==> src/common/trw_map.vh <==
// constants for the table read / table write unit
// assumes: included by bare name from every design file of the unit
`ifndef TRW_MAP_VH
`define TRW_MAP_VH

// ****************************************
// opcode layout
// ****************************************
`define TRW_OPC_HI_W      14
`define TRW_OPC_RD_HI     14'h0002
`define TRW_OPC_WR_HI     14'h0003

// ****************************************
// step mode field codes
// ****************************************
`define TRW_STEP_NONE     2'h0
`define TRW_STEP_POST_INC 2'h1
`define TRW_STEP_POST_DEC 2'h2
`define TRW_STEP_PRE_INC  2'h3

// ****************************************
// instruction cycle phases
// ****************************************
`define TRW_Q1            2'h0
`define TRW_Q2            2'h1
`define TRW_Q3            2'h2
`define TRW_Q4            2'h3

// ****************************************
// widths and reset values
// ****************************************
`define TRW_PTR_W         21
`define TRW_PTR_RESET     21'h000000
`define TRW_LATCH_RESET   8'h00
`define TRW_HOLD_RESET    8'hff
`define TRW_HOLD_DEPTH    8
`define TRW_HOLD_SEL_W    3

`endif

==> src/hdl/trw_hold_bank.v <==
// bank of holding registers that stage bytes for later flash programming
// assumes: one clock, synchronous active-high reset, writes come from trw_unit
`include "trw_map.vh"

module trw_hold_bank #(
    parameter DEPTH = `TRW_HOLD_DEPTH,
    parameter SEL_W = `TRW_HOLD_SEL_W
) (
    // clock and reset
    input  wire             mclk,
    input  wire             rst,
    input  wire             clk_en,
    // write port from the table write path
    input  wire             wr_en,
    input  wire [SEL_W-1:0] wr_sel,
    input  wire [7:0]       wr_data,
    // read port for the programming sequencer
    input  wire [SEL_W-1:0] rd_sel,
    output reg  [7:0]       rd_data
);

    wire [8*DEPTH-1:0] flat;

    // ****************************************
    // one byte register per entry
    // ****************************************
    genvar i;
    generate
        for (i = 0; i < DEPTH; i = i + 1) begin : g_ent
            reg [7:0] byte_reg;
            // only the entry picked by the pointer low bits is loaded
            always @(posedge mclk) begin
                if (rst) begin
                    byte_reg <= `TRW_HOLD_RESET;
                end else if (clk_en && wr_en && (wr_sel == i)) begin
                    byte_reg <= wr_data;
                end
            end
            assign flat[8*i +: 8] = byte_reg;
        end
    endgenerate

    // ****************************************
    // registered read-out
    // ****************************************
    // read data goes out of a flip-flop, one clock after the select
    always @(posedge mclk) begin
        if (rst) begin
            rd_data <= `TRW_HOLD_RESET;
        end else if (clk_en) begin
            rd_data <= flat[8*rd_sel +: 8];
        end
    end

endmodule

==> src/hdl/trw_unit.v <==
// table read / table write unit of an 8-bit core
// assumes: core supplies the Q phase and the instruction word on mclk,
// program memory answers a read one mclk after pm_rd_en, all same domain
//
// How it works
// - read opcode 0000_0000_0000_10nn, nn steps
// - write opcode 0000_0000_0000_11nn, same steps
// - read loads addressed byte into latch
// - write copies latch into holding register
// - pointer is 21 bits, byte addressed
// - pointer bit 0 picks low/high byte
// - pointer low three bits pick holding entry
// - write never changes program memory array
// - read: decode, then Q2 fetch, Q4 latch
// - write: decode, then Q2 latch, Q4 hold
// - no arithmetic status flag is touched
`include "trw_map.vh"

module trw_unit #(
    parameter PTR_W = `TRW_PTR_W
) (
    // clock, reset, enable
    input  wire             mclk,
    input  wire             rst,
    input  wire             clk_en,
    // instruction decode from the core
    input  wire [1:0]       q_phase,
    input  wire             instr_valid,
    input  wire [15:0]      instr_word,
    // core access to pointer and latch
    input  wire             ptr_wr_en,
    input  wire [PTR_W-1:0] ptr_wr_data,
    input  wire             latch_wr_en,
    input  wire [7:0]       latch_wr_data,
    // program memory read port
    output wire             pm_rd_en,
    output wire [PTR_W-2:0] pm_word_addr,
    input  wire [15:0]      pm_rdata,
    // holding register read port for the programming sequencer
    input  wire [2:0]       hold_rd_sel,
    output wire [7:0]       hold_rd_data,
    // state seen by the core
    output wire [PTR_W-1:0] byte_pointer,
    output wire [7:0]       table_latch,
    output wire             busy,
    output reg              op_done
);

    // ****************************************
    // states
    // ****************************************
    localparam ST_IDLE   = 2'h0;
    localparam ST_DECODE = 2'h1;
    localparam ST_EXEC   = 2'h2;

    reg  [1:0]       state_reg;
    reg  [1:0]       state_next;
    reg              is_write_reg;
    reg  [1:0]       step_reg;
    reg  [PTR_W-1:0] ptr_reg;
    reg  [PTR_W-1:0] ptr_next;
    reg  [7:0]       latch_reg;
    reg  [7:0]       rd_byte_reg;
    reg  [7:0]       wr_byte_reg;

    wire             is_rd_op;
    wire             is_wr_op;
    wire             start;
    wire             at_q2;
    wire             at_q3;
    wire             at_q4;
    wire             hold_we;
    wire [PTR_W-1:0] ptr_inc;
    wire [PTR_W-1:0] ptr_dec;

    // ****************************************
    // opcode decode
    // ****************************************
    // top fourteen bits fixed, low two bits are the step mode field
    assign is_rd_op = (instr_word[15:2] == `TRW_OPC_RD_HI);
    assign is_wr_op = (instr_word[15:2] == `TRW_OPC_WR_HI);
    assign start    = instr_valid && (q_phase == `TRW_Q1) && (is_rd_op || is_wr_op);

    assign at_q2 = (q_phase == `TRW_Q2);
    assign at_q3 = (q_phase == `TRW_Q3);
    assign at_q4 = (q_phase == `TRW_Q4);

    // ****************************************
    // sequence over two instruction cycles
    // ****************************************
    // first cycle decodes and applies a pre-increment at Q4, second one moves the byte
    always @* begin
        state_next = state_reg;
        case (state_reg)
            ST_IDLE: begin
                if (start) begin
                    state_next = ST_DECODE;
                end
            end
            ST_DECODE: begin
                if (at_q4) begin
                    state_next = ST_EXEC;
                end
            end
            ST_EXEC: begin
                if (at_q4) begin
                    state_next = ST_IDLE;
                end
            end
            default: begin
                state_next = ST_IDLE;
            end
        endcase
    end

    // state register and captured opcode fields
    always @(posedge mclk) begin
        if (rst) begin
            state_reg    <= ST_IDLE;
            is_write_reg <= 1'b0;
            step_reg     <= `TRW_STEP_NONE;
        end else if (clk_en) begin
            state_reg <= state_next;
            if (state_reg == ST_IDLE && start) begin
                is_write_reg <= is_wr_op;
                step_reg     <= instr_word[1:0];
            end
        end
    end

    // ****************************************
    // byte pointer
    // ****************************************
    // 21-bit arithmetic drops the carry, so the ends wrap
    assign ptr_inc = ptr_reg + {{(PTR_W-1){1'b0}}, 1'b1};
    assign ptr_dec = ptr_reg - {{(PTR_W-1){1'b0}}, 1'b1};

    // pre-increment lands at decode Q4, post steps at exec Q4
    always @* begin
        ptr_next = ptr_reg;
        if (state_reg == ST_IDLE) begin
            if (ptr_wr_en) begin
                ptr_next = ptr_wr_data;
            end
        end else if (state_reg == ST_DECODE) begin
            if (at_q4 && step_reg == `TRW_STEP_PRE_INC) begin
                ptr_next = ptr_inc;
            end
        end else if (state_reg == ST_EXEC && at_q4) begin
            case (step_reg)
                `TRW_STEP_POST_INC: ptr_next = ptr_inc;
                `TRW_STEP_POST_DEC: ptr_next = ptr_dec;
                default:            ptr_next = ptr_reg;
            endcase
        end
    end

    always @(posedge mclk) begin
        if (rst) begin
            ptr_reg <= `TRW_PTR_RESET;
        end else if (clk_en) begin
            ptr_reg <= ptr_next;
        end
    end

    // ****************************************
    // program memory read path
    // ****************************************
    // word address is the pointer without its byte bit
    assign pm_word_addr = ptr_reg[PTR_W-1:1];
    assign pm_rd_en     = (state_reg == ST_EXEC) && at_q2 && !is_write_reg;

    // memory answers one clock later, at Q3; bit 0 picks the byte
    always @(posedge mclk) begin
        if (rst) begin
            rd_byte_reg <= 8'h00;
        end else if (clk_en && state_reg == ST_EXEC && at_q3 && !is_write_reg) begin
            rd_byte_reg <= ptr_reg[0] ? pm_rdata[15:8] : pm_rdata[7:0];
        end
    end

    // ****************************************
    // table latch
    // ****************************************
    // core writes are taken only while idle; table read loads at exec Q4
    always @(posedge mclk) begin
        if (rst) begin
            latch_reg <= `TRW_LATCH_RESET;
        end else if (clk_en) begin
            if (state_reg == ST_EXEC && at_q4 && !is_write_reg) begin
                latch_reg <= rd_byte_reg;
            end else if (state_reg == ST_IDLE && latch_wr_en) begin
                latch_reg <= latch_wr_data;
            end
        end
    end

    // ****************************************
    // table write path
    // ****************************************
    // latch sampled at Q2, holding entry written at Q4
    always @(posedge mclk) begin
        if (rst) begin
            wr_byte_reg <= `TRW_LATCH_RESET;
        end else if (clk_en && state_reg == ST_EXEC && at_q2 && is_write_reg) begin
            wr_byte_reg <= latch_reg;
        end
    end

    assign hold_we = (state_reg == ST_EXEC) && at_q4 && is_write_reg;

    // holding bank has no path to the memory array: staging only
    trw_hold_bank #(
        .DEPTH (`TRW_HOLD_DEPTH),
        .SEL_W (`TRW_HOLD_SEL_W)
    ) u_hold (
        .mclk    (mclk),
        .rst     (rst),
        .clk_en  (clk_en),
        .wr_en   (hold_we),
        .wr_sel  (ptr_reg[2:0]),
        .wr_data (wr_byte_reg),
        .rd_sel  (hold_rd_sel),
        .rd_data (hold_rd_data)
    );

    // ****************************************
    // completion and status
    // ****************************************
    // one-clock pulse in the clock after exec Q4; carry, zero and negative are never driven here
    always @(posedge mclk) begin
        if (rst) begin
            op_done <= 1'b0;
        end else if (clk_en) begin
            op_done <= (state_reg == ST_EXEC) && at_q4;
        end
    end

    assign busy         = (state_reg != ST_IDLE);
    assign byte_pointer = ptr_reg;
    assign table_latch  = latch_reg;

endmodule
==> config.mk <==
export PLATFORM = sky130hd
export DESIGN_NAME = trw_unit
export DESIGN_NICKNAME = d
export VERILOG_FILES = /design/src/hdl/trw_hold_bank.v /design/src/hdl/trw_unit.v
export VERILOG_INCLUDE_DIRS = /design/src /design/src/common
export SDC_FILE = /design/constraint.sdc
export NUM_CORES = 1
export LEC_CHECK = 0
export BUFFER_PORTS_ARGS = -buffer_cell sky130_fd_sc_hd__buf_4
export CORE_MARGIN = 5
export CORE_UTILIZATION = 60
export DETAILED_ROUTE_END_ITERATION = 10
export GPL_TIMING_DRIVEN = 0
export PLACE_DENSITY = 0.95
export SLEW_MARGIN = 20
export SYNTH_ARGS = -nofsm -noshare
export SYNTH_HDL_FRONTEND = slang
export SYNTH_SLANG_ARGS = --single-unit
==> constraint.sdc <==
create_clock -name mclk -period 7.6 [get_ports mclk]
set_input_delay 0.38 -clock mclk [delete_from_list [all_inputs] [get_ports mclk]]
set_output_delay 0.38 -clock mclk [all_outputs]
set_load 0.02 [all_outputs]
==> results of run 1 <==
[power groups by stage]
stage	clock network [mW]	registers, mW	logic (mW)
final	0.797	0.666	0.178
after global routing	0.826	0.667	0.190
after CTS	0.795	0.666	0.176
after detailed placement	0	0.679	0.175
after global placement	0	0.679	0.172
after floorplan	0	0.686	0.0925
[critical path, delay by kind of cell, from the launching register on]
kind            cells  cell delay (ps)
compound gates      3              490
fa+ha+maj           1              310
buf+inv             3             1290
flops               1              510
simple gates        3              530
[final cells by class]
class | count | area share (%)
Buffer | 87 | 5.18
Clock buffer | 23 | 5.48
Clock inverter | 8 | 1.41
Inverter | 17 | 0.766
Multi-Input combinational cell | 599 | 44.0
Sequential cell | 123 | 29.5
Tap cell | 140 | 2.10
Timing Repair Buffer | 128 | 11.5
[cells in the mapped netlist, drive strengths merged (5+ instances only)]
| cell | instances |
|---|---|
| xnor2 | 5 |
| mux2i | 38 |
| nor4 | 16 |
| ha | 7 |
| clkbuf | 50 |
| nand3 | 82 |
| nor2 | 57 |
| and3 | 11 |
| inv | 17 |
| nand2 | 181 |
| and2 | 10 |
| mux4 | 16 |
| a21oi | 27 |
| a31oi | 5 |
| or3 | 5 |
| o32ai | 5 |
| a211oi | 25 |
| o21ai | 22 |
| nor3 | 21 |
| dfxtp | 123 |
| a22oi | 5 |
| buf | 37 |
| nand4 | 6 |
[per-layer routing]
layer | vias to the layer above | track usage, % | share of wire (%)
met5 | - | 0 | 0
li1 | 3202 | - | -
met3 | 75 | 10.4 | 13
met1 | 3144 | 39.6 | 39
met4 | 0 | 11.7 | 3.1
met2 | 456 | 48.1 | 45
[cell families after synthesis]
family | after synthesis | share of synthesized area (%)
muxes | 55 | 11.4
DFF | 123 | 37.2
xor gates and xnor gates | 8 | 1.06
adders and majority gates | 7 | 1.32
buffers and inverters | 104 | 7.48
and+or+nand+nor | 405 | 28.7
AOI/OAI and AO/OA | 124 | 12.9
[worst max path at each step]
stage / from / to / slack (ps) / depth (start not counted)
after global routing: byte_pointer[0]$_SDFFE_PP0P_ / byte_pointer[16]$_SDFFE_PP0P_ / 4250 / 10
final: byte_pointer[0]$_SDFFE_PP0P_ / byte_pointer[16]$_SDFFE_PP0P_ / 4420 / 10
after global placement: byte_pointer[0]$_SDFFE_PP0P_ / byte_pointer[16]$_SDFFE_PP0P_ / 4560 / 10
after CTS: byte_pointer[0]$_SDFFE_PP0P_ / byte_pointer[16]$_SDFFE_PP0P_ / 4520 / 10
after floorplan: byte_pointer[0]$_SDFFE_PP0P_ / byte_pointer[16]$_SDFFE_PP0P_ / 5040 / 10
after detailed placement: byte_pointer[0]$_SDFFE_PP0P_ / byte_pointer[16]$_SDFFE_PP0P_ / 4570 / 10
[per-stage QoR]
stage	util [%]	setup WS [ps]
after detailed placement	71.6	4570
after floorplan	-	5040
final	76.9	4420
after global placement	71.6	4560
after CTS	76.9	4520
after global routing	76.9	4250
==> impl_metrics.tcl, run 1 <==
set metrics [dict create \
    fmax_mhz 315 \
    synthArstFlopShare_pct 0 \
    relSlewSlack_pct 26.6 \
    n_antenna_cell 0 \
    num_rows 38 \
    setup_tns_ps 0 \
    final_common_cell "nand2_1" \
    synth_top_area_share_pct 37.2 \
    fin_crit_sh_pct 41.8 \
    grt_max_degree 17 \
    switching_power_uw 394 \
    min-delay-start "instr_word[1]" \
    setup_violations 0 \
    slowest_stage "buf_1" \
    ys_types 64 \
    ys_warn_count 0 \
    die_h_um 115 \
    vias 6877 \
    drt_iter0_drc 927 \
    power_frac_comb_pct 10.9 \
    crit_required_ps 8080 \
    post-cts-setup-buffer-count 0 \
    r2r_end "byte_pointer[16]$_SDFFE_PP0P_" \
    hpwl_um 14700 \
    syn_inst 826 \
    whs_ps 97.9 \
    ys_ff_latch 123 \
    clk_latency_ps 540 \
    clock-sinks 123 \
    yosysTopAreaCell "dfxtp_1" \
    vdd_drop_max_uv 191 \
    port_buffers 128 \
    die-area_um2 13200 \
    route.detailed.drc 0 \
    fin_area_um2 8330 \
    cpPeakStageDelay_ps 570 \
    grt_pass1_vias 6589 \
    fillerInstances 787 \
    antenna_left 0 \
    layout.cells.most_common_list "nand2_1, buf_4, dfxtp_1" \
    grt_usage_pct 30.8 \
    cap_violations 0 \
    drive_gt1_share_pct 22.8 \
    synth_edf_count 0 \
    fin_nets 1052 \
    final_cells 1125 \
    worstSetupPathType "register to register" \
    cts_max_level 4 \
    areaGrowthSynthToFinish_pct 25.8 \
    path_max_fanout 10 \
    cp-start-kind "register" \
    multi_input_area_um2 3660 \
    clk_pin_slew_ps 60 \
    drt_first_pass_iters 7 \
    synthFlopType "dfxtp_1" \
    postPlaceCellArea_um2 7760 \
    seq_power_share_pct 40.6 \
    maxSlewViolCount 0 \
    total_power_mw 1.64 \
    root_buffer "clkbuf_8" \
    skew_ps 8.43 \
    viasPerCell 6.11 \
    total_leakage_power_nw 3.49 \
    worstRegToRegCells 10 \
    swShare_pct 24.0 \
    largest_register_ffs 64 \
    internal_power_mw 1.25 \
    rrSetupSlack_ps 4420 \
    start_util_pct 61.1 \
    core_region_area_um2 10800 \
    end_kind "register" \
    clockPowerShare_pct 48.6 \
    whs_path_depth 3 \
    min_period_ps 3180 \
    synthesis.area_um2 6620 \
    syn_nets 905 \
    reg2reg_from "byte_pointer[0]$_SDFFE_PP0P_" \
    die_w_um 115 \
    numCtsBuffers 17 \
    whs_endpoint "step_reg[1]$_SDFFE_PP0P_" \
    grt_pass1_wl_um 32200 \
    seq_area_um2 2460 \
    post_cts_resized 0 \
    worstPathArrival_ps 3660 \
    tightestPinTransition_ps 1070 \
    hp-class "primary input to register" \
    antenna_found_initial 0 \
    power_density_nw_per_um2 197 \
    holdBufCountCts 0 \
    crit_chain "buf_1 -> inv_1 -> ha_1 -> or4b_1 -> clkbuf_1 -> nor4_1 -> a32oi_1 -> a21oi_1 -> nor3b_1 -> a31o_1" \
    status "finished, final reports clean" \
    synth.yosys.seq_area_share_pct 37.2 \
    wl_um 20000 \
    synth_area_per_cell_um2 8.02 \
    synthTopCellsByArea "dfxtp_1, nand2_1, nand3_1" \
    gp_congestion 1.04 \
    gr-total-overflow 0 \
    rsz0062_at_grt "no" \
    place_inst 1094 \
    cts_tree "done" \
    io_pins 132 \
    final-hold-violation-count 0 \
    clk_path_buf_depth 2 \
    wl_per_cell_um 17.8 \
]
Power figures use the tool's default switching activity.
==> inputs of run 2 (changes only) <==
- CORE_UTILIZATION: 60 -> 50
- PLACE_DENSITY: 0.95 -> 0.86
- clock period: 7.6 -> 2.7 ns (I/O delays scaled with it)
==> run 2 against run 1 <==
- cell count rose by 3.8%
- maximum frequency rose by 22%
- sequential power rose to 2.8 times the previous value
- die area rose by 18%
- power rose to 2.9 times the previous value
- sequential cell count did not move
- count of clock-buffer cells in the layout fell by 2
- global-route usage fell by 5.3 points
- sequential share of layout area fell by 0.70 points
- largest cell class unchanged
- highest routed layer unchanged
==> impl_metrics.tcl, run 2 (synthesis results as in run 1) <==
set metrics [dict create \
    core_region_area_um2 13100 \
    numCtsBuffers 17 \
    power_density_nw_per_um2 563 \
    critical_path.top_delay_family "compound AO/OA/AOI/OAI gates" \
    path_max_fanout 10 \
    clk_pin_slew_ps 60 \
    skew_ps 7.80 \
    fin_nets 1057 \
    setup_violations 0 \
    critPathBufInv 1 \
    drt_first_pass_iters 5 \
    cts_tree "done" \
    port_buffers 128 \
    top_layer "met4" \
    total_leakage_power_nw 3.55 \
    layout.cells.most_common_list "nand2_1, buf_4, dfxtp_1" \
    io_pins 132 \
    crit_chain "nor2b_1 -> buf_2 -> nand4_1 -> o32ai_1 -> o21ai_1 -> o31a_1 -> o32ai_1" \
    wl_met1_um 8120 \
    power_frac_comb_pct 10.8 \
    start_util_pct 50.4 \
    cap_violations 0 \
    clockPowerShare_pct 50.2 \
    vdd_drop_max_uv 458 \
    cp-start-kind "register" \
    rsz0062_at_grt "no" \
    gp_congestion 1.01 \
    cts_max_level 4 \
    cpPeakStageDelay_ps 560 \
    clk_latency_ps 420 \
    worstSetupPathType "register to register" \
    die_h_um 125 \
    num_rows 42 \
    antenna_left 0 \
    viasPerCell 5.90 \
    setup_ws_ps 87.2 \
    die_w_um 125 \
    swShare_pct 24.7 \
    die-area_um2 15600 \
    antenna_found_initial 0 \
    grt_max_degree 17 \
    wl_um 20600 \
    internal_power_mw 3.62 \
    seq_power_share_pct 39.0 \
    clk_path_buf_depth 2 \
    slowest_stage "o32ai_1" \
    wl_per_cell_um 17.6 \
    tightestPinTransition_ps 827 \
    largest_register_ffs 64 \
    drive_gt1_share_pct 24.0 \
    route.detailed.drc 0 \
    hp-class "primary input to register" \
    pre_cts_slack_ps -371 \
    final-hold-violation-count 0 \
    grt_usage_pct 25.5 \
    status "finished, final reports clean" \
    crit_required_ps 3030 \
    grt_pass1_wl_um 32700 \
    final_common_cell "nand2_1" \
    maxSlewViolCount 0 \
    grt_pass1_vias 6570 \
    wl_met3_um 2420 \
    worstPathArrival_ps 2940 \
    cp_common_cell "o32ai_1" \
    relSlewSlack_pct 44.6 \
    areaGrowthSynthToFinish_pct 28.9 \
    root_buffer "clkbuf_16" \
    switching_power_mw 1.19 \
    clock-sinks 123 \
    place_inst 1130 \
    gr-total-overflow 0 \
    fin_crit_sh_pct 96.8 \
    end_kind "register" \
    vias 6887 \
    min_period_ps 2610 \
    fmax_mhz 383 \
    drt_iter0_drc 701 \
    dr_wl_met2_um 9380 \
    final_cells 1168 \
    hpwl_um 15000 \
]
==> run 2: cell types whose count changed in the layout (fill, tap and decap cells not counted), sizes merged <==
cell         change
clkinvlp         +2
clkbuf           -3
diode            +1
clkinv           -3
dlygate4sd3      +4
buf              +2
inv              +4
==> run 2: power by group through the flow <==
stage / Combinational (mW) / Sequential [mW] / Clock, mW
after detailed placement: 0.493 / 1.91 / 0
after global placement: 0.487 / 1.91 / 0
after CTS: 0.503 / 1.87 / 2.42
after floorplan: 0.260 / 1.93 / 0
after global routing: 0.554 / 1.88 / 2.51
final: 0.519 / 1.88 / 2.41
==> run 2: what timing repair did <==
action	4_1_cts	5_1_grt
endpoints found under the hold margin	4	0
setup endpoints to repair	9	20
setup buffers	0	2
gates resized for setup	3	7
hold buffers	4	0
==> run 2: worst min-delay path: stages <==
cell,delay (ps)
buf_4,80
a21oi_1,60
o32ai_1,120
==> run 2: path summary, 6_finish.rpt <==
check                                                              start                                        to  slack, ps  depth (start not counted)
worst max register to register                  step_reg[1]$_SDFFE_PP0P_              byte_pointer[7]$_SDFFE_PP0P_         90                          7
worst max-delay path                            step_reg[1]$_SDFFE_PP0P_              byte_pointer[7]$_SDFFE_PP0P_         90                          7
worst min-delay path                                     ptr_wr_data[13]             byte_pointer[13]$_SDFFE_PP0P_         20                          3
worst min register to register  u_hold.g_ent[7].byte_reg[7]$_SDFFE_PP1P_  u_hold.g_ent[7].byte_reg[7]$_SDFFE_PP1P_        470                          2
==> run 2: cell type report <==
type / instances / area (um^2)
diodes: 1 / 2.50
multi-input cells: 599 / 3710
clock buffers: 21 / 470
repair buffers: 134 / 1020
fillers: 1122 / 4600
inverters: 17 / 63.8
flip-flops and latches: 123 / 2460
plain buffers: 86 / 429
well taps: 176 / 220
clock inverters: 11 / 156
==> run 2: through the flow <==
stage	util [%]	total power, mW	hold slack (ps)	area [um^2]	TNS [ps]
5_1_grt	65.0	4.94	40.7	8530	0
3_3_place_gp	59.4	2.40	369	7800	-1190
2_1_floorplan	-	2.19	282	6620	0
3_5_place_dp	59.4	2.41	382	7800	-1580
4_1_cts	64.5	4.80	4.07	8480	0
6_report	65.0	4.81	17.5	8540	0
==> run 2: layer usage <==
metal | vias up | global-route usage, %
li1 | 3219 | -
met1 | 3193 | 32.7
met2 | 412 | 39.8
met3 | 63 | 7.80
met4 | 0 | 10.9
met5 | - | 0
